### src/rtl/srp_pkg.sv
// constants for the status register one protection block
// shared by the main module and its assertions
package srp_pkg;
    localparam int unsigned SRP_DW = 8;
    localparam int unsigned SRP_AW = 24;
    localparam int unsigned SRP_SYNC_STAGES = 3;
    // command opcodes
    localparam logic [7:0] SRP_OP_WRITE_REGS = 8'h01;
    localparam logic [7:0] SRP_OP_READ_ANY = 8'h65;
    localparam logic [7:0] SRP_OP_WRITE_ANY = 8'h71;
    localparam logic [7:0] SRP_OP_PROGRAM = 8'h02;
    localparam logic [7:0] SRP_OP_SECTOR_ERASE = 8'hD8;
    localparam logic [7:0] SRP_OP_BULK_ERASE = 8'h60;
    // register addresses for the any-register commands
    localparam logic [23:0] SRP_ADDR_STATUS_ONE_NONVOLATILE = 24'h000000;
    localparam logic [23:0] SRP_ADDR_CONFIG_ONE_NONVOLATILE = 24'h000002;
    localparam logic [23:0] SRP_ADDR_STATUS_ONE_VOLATILE = 24'h800000;
    localparam logic [23:0] SRP_ADDR_CONFIG_ONE_VOLATILE = 24'h800002;
    // field positions of status register one
    localparam int unsigned SRP_LOCK_BIT = 7;
    localparam int unsigned SRP_PERR_BIT = 6;
    localparam int unsigned SRP_EERR_BIT = 5;
    localparam int unsigned SRP_BP_HI = 4;
    localparam int unsigned SRP_BP_LO = 2;
    localparam int unsigned SRP_WEL_BIT = 1;
    localparam int unsigned SRP_BUSY_BIT = 0;
    // field position of the protection type in config register one
    localparam int unsigned SRP_PTYPE_BIT = 3;
    // shipped and fixed values
    localparam logic [7:0] SRP_STATUS_ONE_NONVOLATILE_SHIPPED = 8'h00;
    localparam logic [7:0] SRP_CONFIG_ONE_NONVOLATILE_SHIPPED = 8'h00;
    localparam logic [2:0] SRP_BP_ALL_ONES = 3'h7;
    localparam logic [2:0] SRP_BP_NONE = 3'h0;
    localparam logic [7:0] SRP_RO_MASK = 8'h63;
endpackage

### src/rtl/srp_pin_sync.sv
// three-stage synchroniser for the write-protect pin
// assumes an asynchronous pin; level taken when stages two and three agree
`timescale 1ns/1ps
module srp_pin_sync
    import srp_pkg::*;
(
    input wire logic clk,
    input wire logic rst,
    input wire logic pin_in,
    output logic level_out
);
    logic [SRP_SYNC_STAGES-1:0] stage_q;

    always_ff @(posedge clk)
    begin
        if (rst)
        begin
            stage_q <= '0;
        end
        else
        begin
            stage_q <= {stage_q[SRP_SYNC_STAGES-2:0], pin_in};
        end
    end

    always_ff @(posedge clk)
    begin
        if (rst)
        begin
            level_out <= 1'b0;
        end
        else if (stage_q[SRP_SYNC_STAGES-2] == stage_q[SRP_SYNC_STAGES-1])
        begin
            level_out <= stage_q[SRP_SYNC_STAGES-1];
        end
    end
endmodule

### src/rtl/srp_status_one.sv
// status register one, non-volatile and volatile copies, with write protection
// assumes a command decoder on MCLK delivering one-cycle command strobes
//
// Summary of operation
// lock set and pin low: refuse register writes
// pin high: register writes accepted
// lock clear: pin ignored, writes accepted
// pin affects only status and config one
// volatile bit 7 mirrors the lock bit
// error default bits are read-only
// latch and busy default bits read-only
// type zero: write nv protection, copy volatile
// type one: write only volatile protection
// switch to volatile sets nv protection ones
// protected region rejects program and erase
// bulk erase only with protection all zero
// shipped: protection zero, lock zero
// reset reloads volatile from non-volatile
// volatile protection writable only when type one
// writes keep every read-only default bit
`timescale 1ns/1ps
module srp_status_one
    import srp_pkg::*;
(
    input wire logic MCLK,
    input wire logic SYS_RST,
    input wire logic RELOAD,
    input wire logic WP_N,
    input wire logic CMD_VALID,
    input wire logic [7:0] CMD_OP,
    input wire logic [SRP_AW-1:0] CMD_ADDR,
    input wire logic [SRP_DW-1:0] CMD_DATA,
    input wire logic CMD_HAS2,
    input wire logic [SRP_DW-1:0] CMD_DATA2,
    input wire logic CMD_WEL,
    input wire logic REGION_PROTECTED,
    output logic [SRP_DW-1:0] STATUS_V,
    output logic [SRP_DW-1:0] CONFIG_V,
    output logic [2:0] ACTIVE_BP,
    output logic [SRP_DW-1:0] RD_DATA,
    output logic RD_VALID,
    output logic CMD_DONE,
    output logic CMD_REJECT,
    output logic ARRAY_GO,
    output logic ERASE_GO
);
    logic wp_level;
    logic [7:0] status_one_nonvolatile_q;
    logic [7:0] status_one_nonvolatile_d;
    logic [7:0] status_one_volatile_q;
    logic [7:0] status_one_volatile_d;
    logic [7:0] config_one_nonvolatile_q;
    logic [7:0] config_one_nonvolatile_d;
    logic [7:0] config_one_volatile_q;
    logic [7:0] config_one_volatile_d;
    logic is_wrr;
    logic is_write_any_reg_cmd;
    logic tgt_sr_nv;
    logic tgt_sr_v;
    logic tgt_cr_nv;
    logic tgt_cr_v;
    logic guarded;
    logic locked;
    logic write_ok;
    logic ptype;
    logic [2:0] active_bp;
    logic is_array_op;
    logic is_bulk;
    logic array_ok;
    logic bulk_ok;
    logic [7:0] rd_sel;
    logic rd_hit;

    srp_pin_sync u_wp_sync (
        .clk(MCLK),
        .rst(SYS_RST),
        .pin_in(WP_N),
        .level_out(wp_level)
    );

    assign is_wrr = CMD_OP == SRP_OP_WRITE_REGS;
    assign is_write_any_reg_cmd = CMD_OP == SRP_OP_WRITE_ANY;
    assign tgt_sr_nv = is_wrr || (is_write_any_reg_cmd && CMD_ADDR == SRP_ADDR_STATUS_ONE_NONVOLATILE);
    assign tgt_sr_v = is_write_any_reg_cmd && CMD_ADDR == SRP_ADDR_STATUS_ONE_VOLATILE;
    assign tgt_cr_nv = (is_wrr && CMD_HAS2) || (is_write_any_reg_cmd && CMD_ADDR == SRP_ADDR_CONFIG_ONE_NONVOLATILE);
    assign tgt_cr_v = is_write_any_reg_cmd && CMD_ADDR == SRP_ADDR_CONFIG_ONE_VOLATILE;
    // only status one and config one writes see the pin
    assign guarded = CMD_VALID && (tgt_sr_nv || tgt_sr_v || tgt_cr_nv || tgt_cr_v);
    assign locked = status_one_nonvolatile_q[SRP_LOCK_BIT] && !wp_level; // see see
    assign write_ok = guarded && CMD_WEL && !locked;
    assign ptype = config_one_nonvolatile_q[SRP_PTYPE_BIT];
    assign active_bp = ptype ? status_one_volatile_q[SRP_BP_HI:SRP_BP_LO] : status_one_nonvolatile_q[SRP_BP_HI:SRP_BP_LO];
    assign is_array_op = CMD_VALID && (CMD_OP == SRP_OP_PROGRAM || CMD_OP == SRP_OP_SECTOR_ERASE);
    assign is_bulk = CMD_VALID && CMD_OP == SRP_OP_BULK_ERASE;
    assign array_ok = CMD_WEL && !(REGION_PROTECTED && active_bp != SRP_BP_NONE);
    assign bulk_ok = CMD_WEL && active_bp == SRP_BP_NONE;

    // next values of the configuration copies
    always_comb
    begin
        config_one_nonvolatile_d = config_one_nonvolatile_q;
        config_one_volatile_d = config_one_volatile_q;
        if (write_ok && tgt_cr_nv)
        begin
            config_one_nonvolatile_d = is_wrr ? CMD_DATA2 : CMD_DATA;
            // type select is one-way
            config_one_nonvolatile_d[SRP_PTYPE_BIT] = ptype || config_one_nonvolatile_d[SRP_PTYPE_BIT];
            config_one_volatile_d = config_one_nonvolatile_d;
        end
        else if (write_ok && tgt_cr_v)
        begin
            config_one_volatile_d = CMD_DATA;
            config_one_volatile_d[SRP_PTYPE_BIT] = ptype;
        end
    end

    // next values of the status copies
    always_comb
    begin
        status_one_nonvolatile_d = status_one_nonvolatile_q;
        status_one_volatile_d = status_one_volatile_q;
        if (write_ok && tgt_sr_nv)
        begin
            status_one_nonvolatile_d[SRP_LOCK_BIT] = CMD_DATA[SRP_LOCK_BIT];
            if (!ptype)
            begin
                status_one_nonvolatile_d[SRP_BP_HI:SRP_BP_LO] = CMD_DATA[SRP_BP_HI:SRP_BP_LO];
            end
            else if (is_wrr)
            begin
                status_one_volatile_d[SRP_BP_HI:SRP_BP_LO] = CMD_DATA[SRP_BP_HI:SRP_BP_LO];
            end
        end
        else if (write_ok && tgt_sr_v && ptype)
        begin
            status_one_volatile_d[SRP_BP_HI:SRP_BP_LO] = CMD_DATA[SRP_BP_HI:SRP_BP_LO];
        end
        if (config_one_nonvolatile_d[SRP_PTYPE_BIT] && !ptype)
        begin
            status_one_nonvolatile_d[SRP_BP_HI:SRP_BP_LO] = SRP_BP_ALL_ONES;
        end
        if (!config_one_nonvolatile_d[SRP_PTYPE_BIT])
        begin
            status_one_volatile_d[SRP_BP_HI:SRP_BP_LO] = status_one_nonvolatile_d[SRP_BP_HI:SRP_BP_LO]; // see
        end
        status_one_volatile_d[SRP_LOCK_BIT] = status_one_nonvolatile_d[SRP_LOCK_BIT];
    end

    // non-volatile cells: factory state on power-up only
    always_ff @(posedge MCLK)
    begin
        if (SYS_RST)
        begin
            status_one_nonvolatile_q <= SRP_STATUS_ONE_NONVOLATILE_SHIPPED;
            config_one_nonvolatile_q <= SRP_CONFIG_ONE_NONVOLATILE_SHIPPED;
        end
        else
        begin
            // read-only defaults never take user data
            status_one_nonvolatile_q <= (status_one_nonvolatile_d & ~SRP_RO_MASK) | (status_one_nonvolatile_q & SRP_RO_MASK);
            config_one_nonvolatile_q <= config_one_nonvolatile_d;
        end
    end

    // volatile copies: reloaded from the non-volatile cells
    always_ff @(posedge MCLK)
    begin
        if (SYS_RST)
        begin
            status_one_volatile_q <= SRP_STATUS_ONE_NONVOLATILE_SHIPPED;
            config_one_volatile_q <= SRP_CONFIG_ONE_NONVOLATILE_SHIPPED;
        end
        else if (RELOAD)
        begin
            status_one_volatile_q <= status_one_nonvolatile_q;
            config_one_volatile_q <= config_one_nonvolatile_q;
        end
        else
        begin
            status_one_volatile_q <= (status_one_volatile_d & ~SRP_RO_MASK) | (status_one_volatile_q & SRP_RO_MASK);
            config_one_volatile_q <= config_one_volatile_d;
        end
    end

    // read-any-register decode
    always_comb
    begin
        rd_hit = 1'b1;
        rd_sel = '0;
        unique case (CMD_ADDR)
            SRP_ADDR_STATUS_ONE_NONVOLATILE: rd_sel = status_one_nonvolatile_q;
            SRP_ADDR_STATUS_ONE_VOLATILE: rd_sel = status_one_volatile_q;
            SRP_ADDR_CONFIG_ONE_NONVOLATILE: rd_sel = config_one_nonvolatile_q;
            SRP_ADDR_CONFIG_ONE_VOLATILE: rd_sel = config_one_volatile_q;
            default: rd_hit = 1'b0;
        endcase
    end

    // command answers
    always_ff @(posedge MCLK)
    begin
        if (SYS_RST)
        begin
            RD_DATA <= '0;
            RD_VALID <= 1'b0;
            CMD_DONE <= 1'b0;
            CMD_REJECT <= 1'b0;
            ARRAY_GO <= 1'b0;
            ERASE_GO <= 1'b0;
        end
        else
        begin
            RD_VALID <= CMD_VALID && CMD_OP == SRP_OP_READ_ANY && rd_hit;
            RD_DATA <= rd_sel;
            CMD_DONE <= write_ok;
            ARRAY_GO <= is_array_op && array_ok;
            ERASE_GO <= is_bulk && bulk_ok;
            CMD_REJECT <= (guarded && !write_ok)
                || (is_array_op && !array_ok)
                || (is_bulk && !bulk_ok);
        end
    end

    // visible register state
    always_ff @(posedge MCLK)
    begin
        if (SYS_RST)
        begin
            STATUS_V <= SRP_STATUS_ONE_NONVOLATILE_SHIPPED;
            CONFIG_V <= SRP_CONFIG_ONE_NONVOLATILE_SHIPPED;
            ACTIVE_BP <= SRP_BP_NONE;
        end
        else
        begin
            STATUS_V <= status_one_volatile_q;
            CONFIG_V <= config_one_volatile_q;
            ACTIVE_BP <= active_bp;
        end
    end
endmodule

### config.mk
export PLATFORM = sky130hd
export DESIGN_NAME = srp_status_one
export DESIGN_NICKNAME = d
export VERILOG_FILES = /design/src/rtl/srp_pkg.sv /design/src/rtl/srp_pin_sync.sv /design/src/rtl/srp_status_one.sv
export SDC_FILE = /design/constraint.sdc
export NUM_CORES = 1
export LEC_CHECK = 0
export ABC_AREA = 1
export ABC_CLOCK_PERIOD_IN_PS = 2600
export BUFFER_PORTS_ARGS = -buffer_cell sky130_fd_sc_hd__buf_2
export CORE_MARGIN = 2
export CORE_UTILIZATION = 40
export DETAILED_ROUTE_END_ITERATION = 10
export GPL_TIMING_DRIVEN = 0
export MAX_ROUTING_LAYER = met4
export PLACE_DENSITY = 0.66
export SLEW_MARGIN = 5
export SYNTH_ARGS = -nofsm -noshare
export SYNTH_HDL_FRONTEND = slang
export SYNTH_HIERARCHICAL = 1
export SYNTH_SLANG_ARGS = --single-unit
### constraint.sdc
create_clock -name MCLK -period 2.6 [get_ports MCLK]
set_clock_uncertainty 0.2 [all_clocks]
set_input_delay 0.26 -clock MCLK [delete_from_list [all_inputs] [get_ports MCLK]]
set_output_delay 0.26 -clock MCLK [all_outputs]
set_load 0.01 [all_outputs]
## After elaboration in Yosys (flattened, before gate mapping)

Cells that the tools add are included.

- Flip-flop bits (word level): 68
- Input bits: 56
- Logic and storage cells: 94
- Output and inout bits: 32

- Multiplexer cells: 18
- Eq/ne operators: 10
- Reductions and logical operators: 48
- Bitwise operators: 2

Operators by type and width:

| cell | number |
|---|---|
| 24-bit equality test (second input constant) | 2 |
| 8-bit two-way mux | 5 |
| 8-bit case mux with 4 select lines | 1 |
| 1-bit logical AND | 27 |
| 3-bit two-way mux | 9 |
| 24-bit by 2-bit equality test with 1-bit output (second input constant) | 1 |
| 8-bit by 7-bit equality test with 1-bit output (second input constant) | 3 |
| 24-bit zero test | 1 |
| 8-bit by 7-bit OR with 8-bit output | 2 |
| 1-bit logical OR | 9 |
| 8-bit by 1-bit equality test with 1-bit output (second input constant) | 1 |
| 8-bit by 2-bit equality test with 1-bit output (second input constant) | 1 |
| 8-bit equality test (second input constant) | 1 |
| 1-bit zero test | 7 |
| 3-bit nonzero test | 2 |
| 4-bit two-way mux | 1 |
| 4-bit OR reduction | 1 |
| 3-bit zero test | 1 |
| 1-bit two-way mux | 2 |
| 1-bit equality test | 1 |

## Depth between registers and ports, before layout

- Word-level depth: 16
- Mapped depth: 17
- Mapped depth without buffers: 17

## Cells and area by module

The synthesis kept the hierarchy.

Modules (own cells, without submodules):

| module | cells an instance | times used | seq. area each (um^2) | area each (um^2) |
|---|---|---|---|---|
| srp_status_one | 408 | 1 | 1041.0 | 2723.9 |
| srp_pin_sync | 13 | 1 | 80.1 | 121.4 |

## Least setup slack after synthesis

OpenSTA, ideal clock, no wires.

- Kind: in2reg
- From: input CMD_ADDR[15]
- To: register config_one_volatile_q[4]
- Slack: 0.677 ns
- Setup time: 0.128 ns
- Required time: 2.272 ns
- Buffers on the path: 0
- Data arrival time: 1.596 ns
- Stages: 14
- Cells stage by stage: nor2_1 -> nand2_2 -> nor2_8 -> nand2_1 -> a21oi_2 -> a21oi_1 -> nand2_1 -> nand3_2 -> inv_2 -> nand2_1 -> nand2_2 -> inv_1 -> nand2_1 -> o21ai_1

- Cells in the longest elaborated chain, start to end: 12
- Elaborated cells on any way between the ends: 21
- Classes of those cells: eq/ne: 3; mux: 2; reduce/logical: 16

RTL lines:

| item | line | source |
|---|---|---|
| from (decl) | srp_status_one.sv:31 | `input wire logic [SRP_AW-1:0] CMD_ADDR,` |
| 24-bit zero test | srp_status_one.sv:83 | `assign tgt_sr_nv = is_wrr \|\| (is_write_any_reg_cmd && CMD_ADDR == SRP_ADDR_STATUS_ONE_NONVOLATILE);` |
| 1-bit logical AND | srp_status_one.sv:83 |  |
| 1-bit logical OR | srp_status_one.sv:83 |  |
| 1-bit logical OR (3 in a row) | srp_status_one.sv:88 | `assign guarded = CMD_VALID && (tgt_sr_nv \|\| tgt_sr_v \|\| tgt_cr_nv \|\| tgt_cr_v);` |
| 1-bit logical AND | srp_status_one.sv:88 |  |
| 1-bit logical AND (2 in a row) | srp_status_one.sv:90 | `assign write_ok = guarded && CMD_WEL && !locked;` |
| 1-bit logical AND | srp_status_one.sv:103 | `if (write_ok && tgt_cr_nv)` |
| 8-bit two-way mux | srp_status_one.sv:103 |  |
| 8-bit two-way mux | srp_status_one.sv:173 | `else if (RELOAD)` |
| to (signal assigned) | srp_status_one.sv:176 | `config_one_volatile_q <= config_one_nonvolatile_q;` |
| to (signal assigned) | srp_status_one.sv:181 | `config_one_volatile_q <= config_one_volatile_d;` |
| to (decl) | srp_status_one.sv:54 | `logic [7:0] config_one_volatile_q;` |

Parallel ways exist; a longest one is shown, timed or not.
A chain may end at the register's enable or synchronous reset.

## Final worst setup path

- From: input SYS_RST
- To: register STATUS_V[4]

RTL lines:

| item | line | source |
|---|---|---|
| from (decl) | srp_status_one.sv:26 | `input wire logic SYS_RST,` |
| to (signal assigned) | srp_status_one.sv:235 | `STATUS_V <= status_one_volatile_q;` |
| to (decl) | srp_status_one.sv:37 | `output logic [SRP_DW-1:0] STATUS_V,` |

No word-level cell between the ends.

==> flow_summary.ini <==
[clock_network]
worstSkewPairLatency_ns = 0.32
clock-root-buffer = sky130_fd_sc_hd__clkbuf_8
tritoncts = yes
cts.sinks = 56
post_cts.resized_instances = 0
postCtsSetupRepairBufs = 0
cts_made_buffers = 5
worst_setup_hold_path_clk_slew_ns = 0.11
clockBufferDepth = 2
clock_tree.htree_level_count = 2

[worst_setup_path]
data_required_time_at_the_worst_endpoint_ns = 2.59
worstPathArrival_ns = 2.36
critPathKind = input port to flop
crit_path_max_fanout = 10
r2r_depth = 9
critPathLaunchType = input port
r2r-start = config_one_nonvolatile_q[3]$_SDFF_PP0_
crit_path_end_kind = flop
regToRegSetupSlack_ns = 0.50
reg2reg_to = status_one_volatile_q[2]$_SDFFE_PP0P_
worstSetupStartpoint = SYS_RST

[detailed_routing]
detailedRoute.firstPassIterationCount = 4
routed_via_density = 4.84
initialDrtViolationCount = 176
drcViolationCount = 0
post_drt_wl_per_cell_um = 12.4
vias_after_detailed_routing = 2969
count_of_nets_left_with_antenna_violations_after_detail_routing = 0
postRouteWirelength_um = 7640

[pwr]
clock_power_share_pct = 32.3
p_sw_share_pct = 26.3
total_power_draw_mw = 1.53
intPower_mw = 1.13
power_density_mw_per_mm2 = 436
ir_worst_vdd_v = 0.000185
pwr-share-comb_pct = 10.6
power.net_switching_uw = 403
pwr-share-seq_pct = 57.2
leakage_nw = 1.68

[yosys]
synth_area_mm2 = 0.00285
synth_enable_flop_cells = 0
synth-seq-cells = 56
post_synth.cell_area_avg_um2 = 6.76
yosys.cell_types.count = 36
post_synth_inst_count = 421
synth_sequential_area_ratio_pct = 39.4
synthFlopType = sky130_fd_sc_hd__dfxtp_1
synthesis.yosys.warnings = 6
async_reset_ff_share_pct = 0

[grt]
grt_util_all_layers_pct = 21.2
grt_start_max_net_pins = 19
antenna_found_initial = 0
grt_pass1_wl_um = 12600
vias_in_the_first_global_route = 2816
grt_overflow = 0

[cells_and_area]
final_core_util_pct = 51.4
multiInputGateArea_mm2 = 0.00145
final_layout_size_suffix_gt1_share_pct = 24.3
final.fill_count = 713
ff_latch_area_mm2 = 0.00112
antenna-diode-count = 0
flow.area_growth_from_synthesis_pct = 23.4
stdcell_area_mm2 = 0.00351
final_net_count = 573
mostFrequentLayoutCells = sky130_fd_sc_hd__nand2_1, sky130_fd_sc_hd__buf_2, sky130_fd_sc_hd__nor2_1
layout_commonest_cell = sky130_fd_sc_hd__nand2_1

[sta]
drv_slew = 0
rsz0062_at_grt = false
transition_time_at_the_pin_with_the_least_slew_margin_ns = 0.876
period_share_pct = 91.3
totalNegativeSetupSlack_ns = 0
report.final.setup_viol = 0
slew_headroom_pct = 41.2
max_clock_freq_mhz = 421
finalHoldViolCount = 0
final_critical_path_setup_slack_ns = 0.226
minimum_clock_period_after_layout_ns = 2.37

[place]
dp_hpwl_um = 5940
portBuffers = 83
post_dp_cell_area_mm2 = 0.00339
dp_slack_ns = 0.203
finalWeightedCongestion = 0.946

[hold_path]
min_delay_worst_endpoint = RD_VALID$_SDFF_PP0_
hold_depth = 3
hold_path.class = input port to flop
hp-start = CMD_OP[2]

[outcome]
run_status = complete, no violations

[floorplan]
die_area_mm2 = 0.00780
dieHeight_um = 88.3
floorplan.io_pins = 88
core_area_mm2 = 0.00683
std_cell_rows = 30
floorplan.initialDensity_pct = 41.6
chipWidth_um = 88.3

[flow_run]
max_cap_violations = 0
-- state kept, by name, indices dropped and copies added, names as in the netlist, 3 cells and up --
register / count
ACTIVE_BP: 3
config_one_nonvolatile_q: 8
config_one_volatile_q: 8
u_wp_sync/stage_q: 3
RD_DATA: 8
status_one_volatile_q: 4
STATUS_V: 4
status_one_nonvolatile_q: 4
CONFIG_V: 8
-- logic make-up (layout without fill, tap and decap cells) --
logic type | after synthesis | in the layout | share of synthesized area [%]
AND/OR/NAND/NOR | 230 | 230 | 36.7
buffers and inverters | 71 | 165 | 10.2
AO/OA/AOI/OAI | 63 | 63 | 13.6
flip-flops | 56 | 56 | 39.4
other | 1 | 4 | 0.132
-- cells in the mapped netlist, types with 5 or more instances --
cell type | count | area, um^2
sky130_fd_sc_hd__clkbuf_1 | 5 | 18.8
sky130_fd_sc_hd__a21oi_1 | 20 | 100
sky130_fd_sc_hd__nand2_1 | 100 | 375
sky130_fd_sc_hd__nor2_2 | 8 | 50.1
sky130_fd_sc_hd__inv_1 | 50 | 188
sky130_fd_sc_hd__nand3_1 | 27 | 135
sky130_fd_sc_hd__nand4_1 | 12 | 75.1
sky130_fd_sc_hd__inv_2 | 5 | 18.8
sky130_fd_sc_hd__nor2_1 | 66 | 248
sky130_fd_sc_hd__o21ai_1 | 12 | 60.1
sky130_fd_sc_hd__dfxtp_1 | 56 | 1120
sky130_fd_sc_hd__o21ai_0 | 8 | 40.0
sky130_fd_sc_hd__o211ai_1 | 9 | 67.6
-- repair_timing --
item / CTS / global route
setup endpoints to repair: 0 / 0
hold buffers: 3 / 0
hold endpoints to repair: 3 / 0
-- per-stage QoR --
stage,hold WS (ns),instances
after detailed placement,0.196,603
after CTS,0.0268,614
after global routing,0.0345,614
after global placement,0.190,603
after floorplan,0.131,424
final,0.0271,614
-- critical path: stages --
cell                            delay [ns]
sky130_fd_sc_hd__dlygate4sd3_1        0.52
sky130_fd_sc_hd__buf_2                0.14
sky130_fd_sc_hd__clkbuf_1             0.40
sky130_fd_sc_hd__clkbuf_1             0.42
sky130_fd_sc_hd__buf_1                0.50
sky130_fd_sc_hd__nor2_1               0.11
-- metal layers --
metal | vias up | global-route usage [%] | routed length (um)
li1 | 1533 | - | -
met1 | 1332 | 27.2 | 3550
met2 | 90 | 34.5 | 3530
met3 | 14 | 3.82 | 443
met4 | 0 | 5.37 | 117
met5 | - | - | 0
-- final cells by class --
| class | instances | share of cell area, % |
|---|---|---|
| multi-input combinational | 297 | 41.1 |
| timing repair buffer | 86 | 12.7 |
| buffer | 13 | 1.92 |
| sequential | 56 | 31.9 |
| clock buffer | 5 | 1.96 |
| inverter | 58 | 6.34 |
| clock inverter | 3 | 0.606 |
| tap | 96 | 3.42 |
-- power groups by stage --
stage | logic [mW] | registers, mW | clock network, mW
2_1_floorplan | 0.0778 | 0.897 | 0
4_1_cts | 0.162 | 0.876 | 0.505
5_1_grt | 0.182 | 0.878 | 0.537
3_5_place_dp | 0.158 | 0.896 | 0
3_3_place_gp | 0.156 | 0.895 | 0
6_report | 0.162 | 0.876 | 0.494
-- how the worst max path moves through the flow --
stage | to | slack (ns)
after detailed placement | config_one_volatile_q[0]$_SDFFE_PP0P_ | 0.20
after global placement | config_one_volatile_q[4]$_SDFFE_PP0P_ | 0.25
after CTS | STATUS_V[4]$_SDFF_PP0_ | 0.26
after global routing | RD_DATA[7]$_SDFF_PP0_ | 0.12
final | STATUS_V[4]$_SDFF_PP0_ | 0.23
after floorplan | config_one_volatile_q[4]$_SDFFE_PP0P_ | 0.68
(Power assumes the default switching activity.)
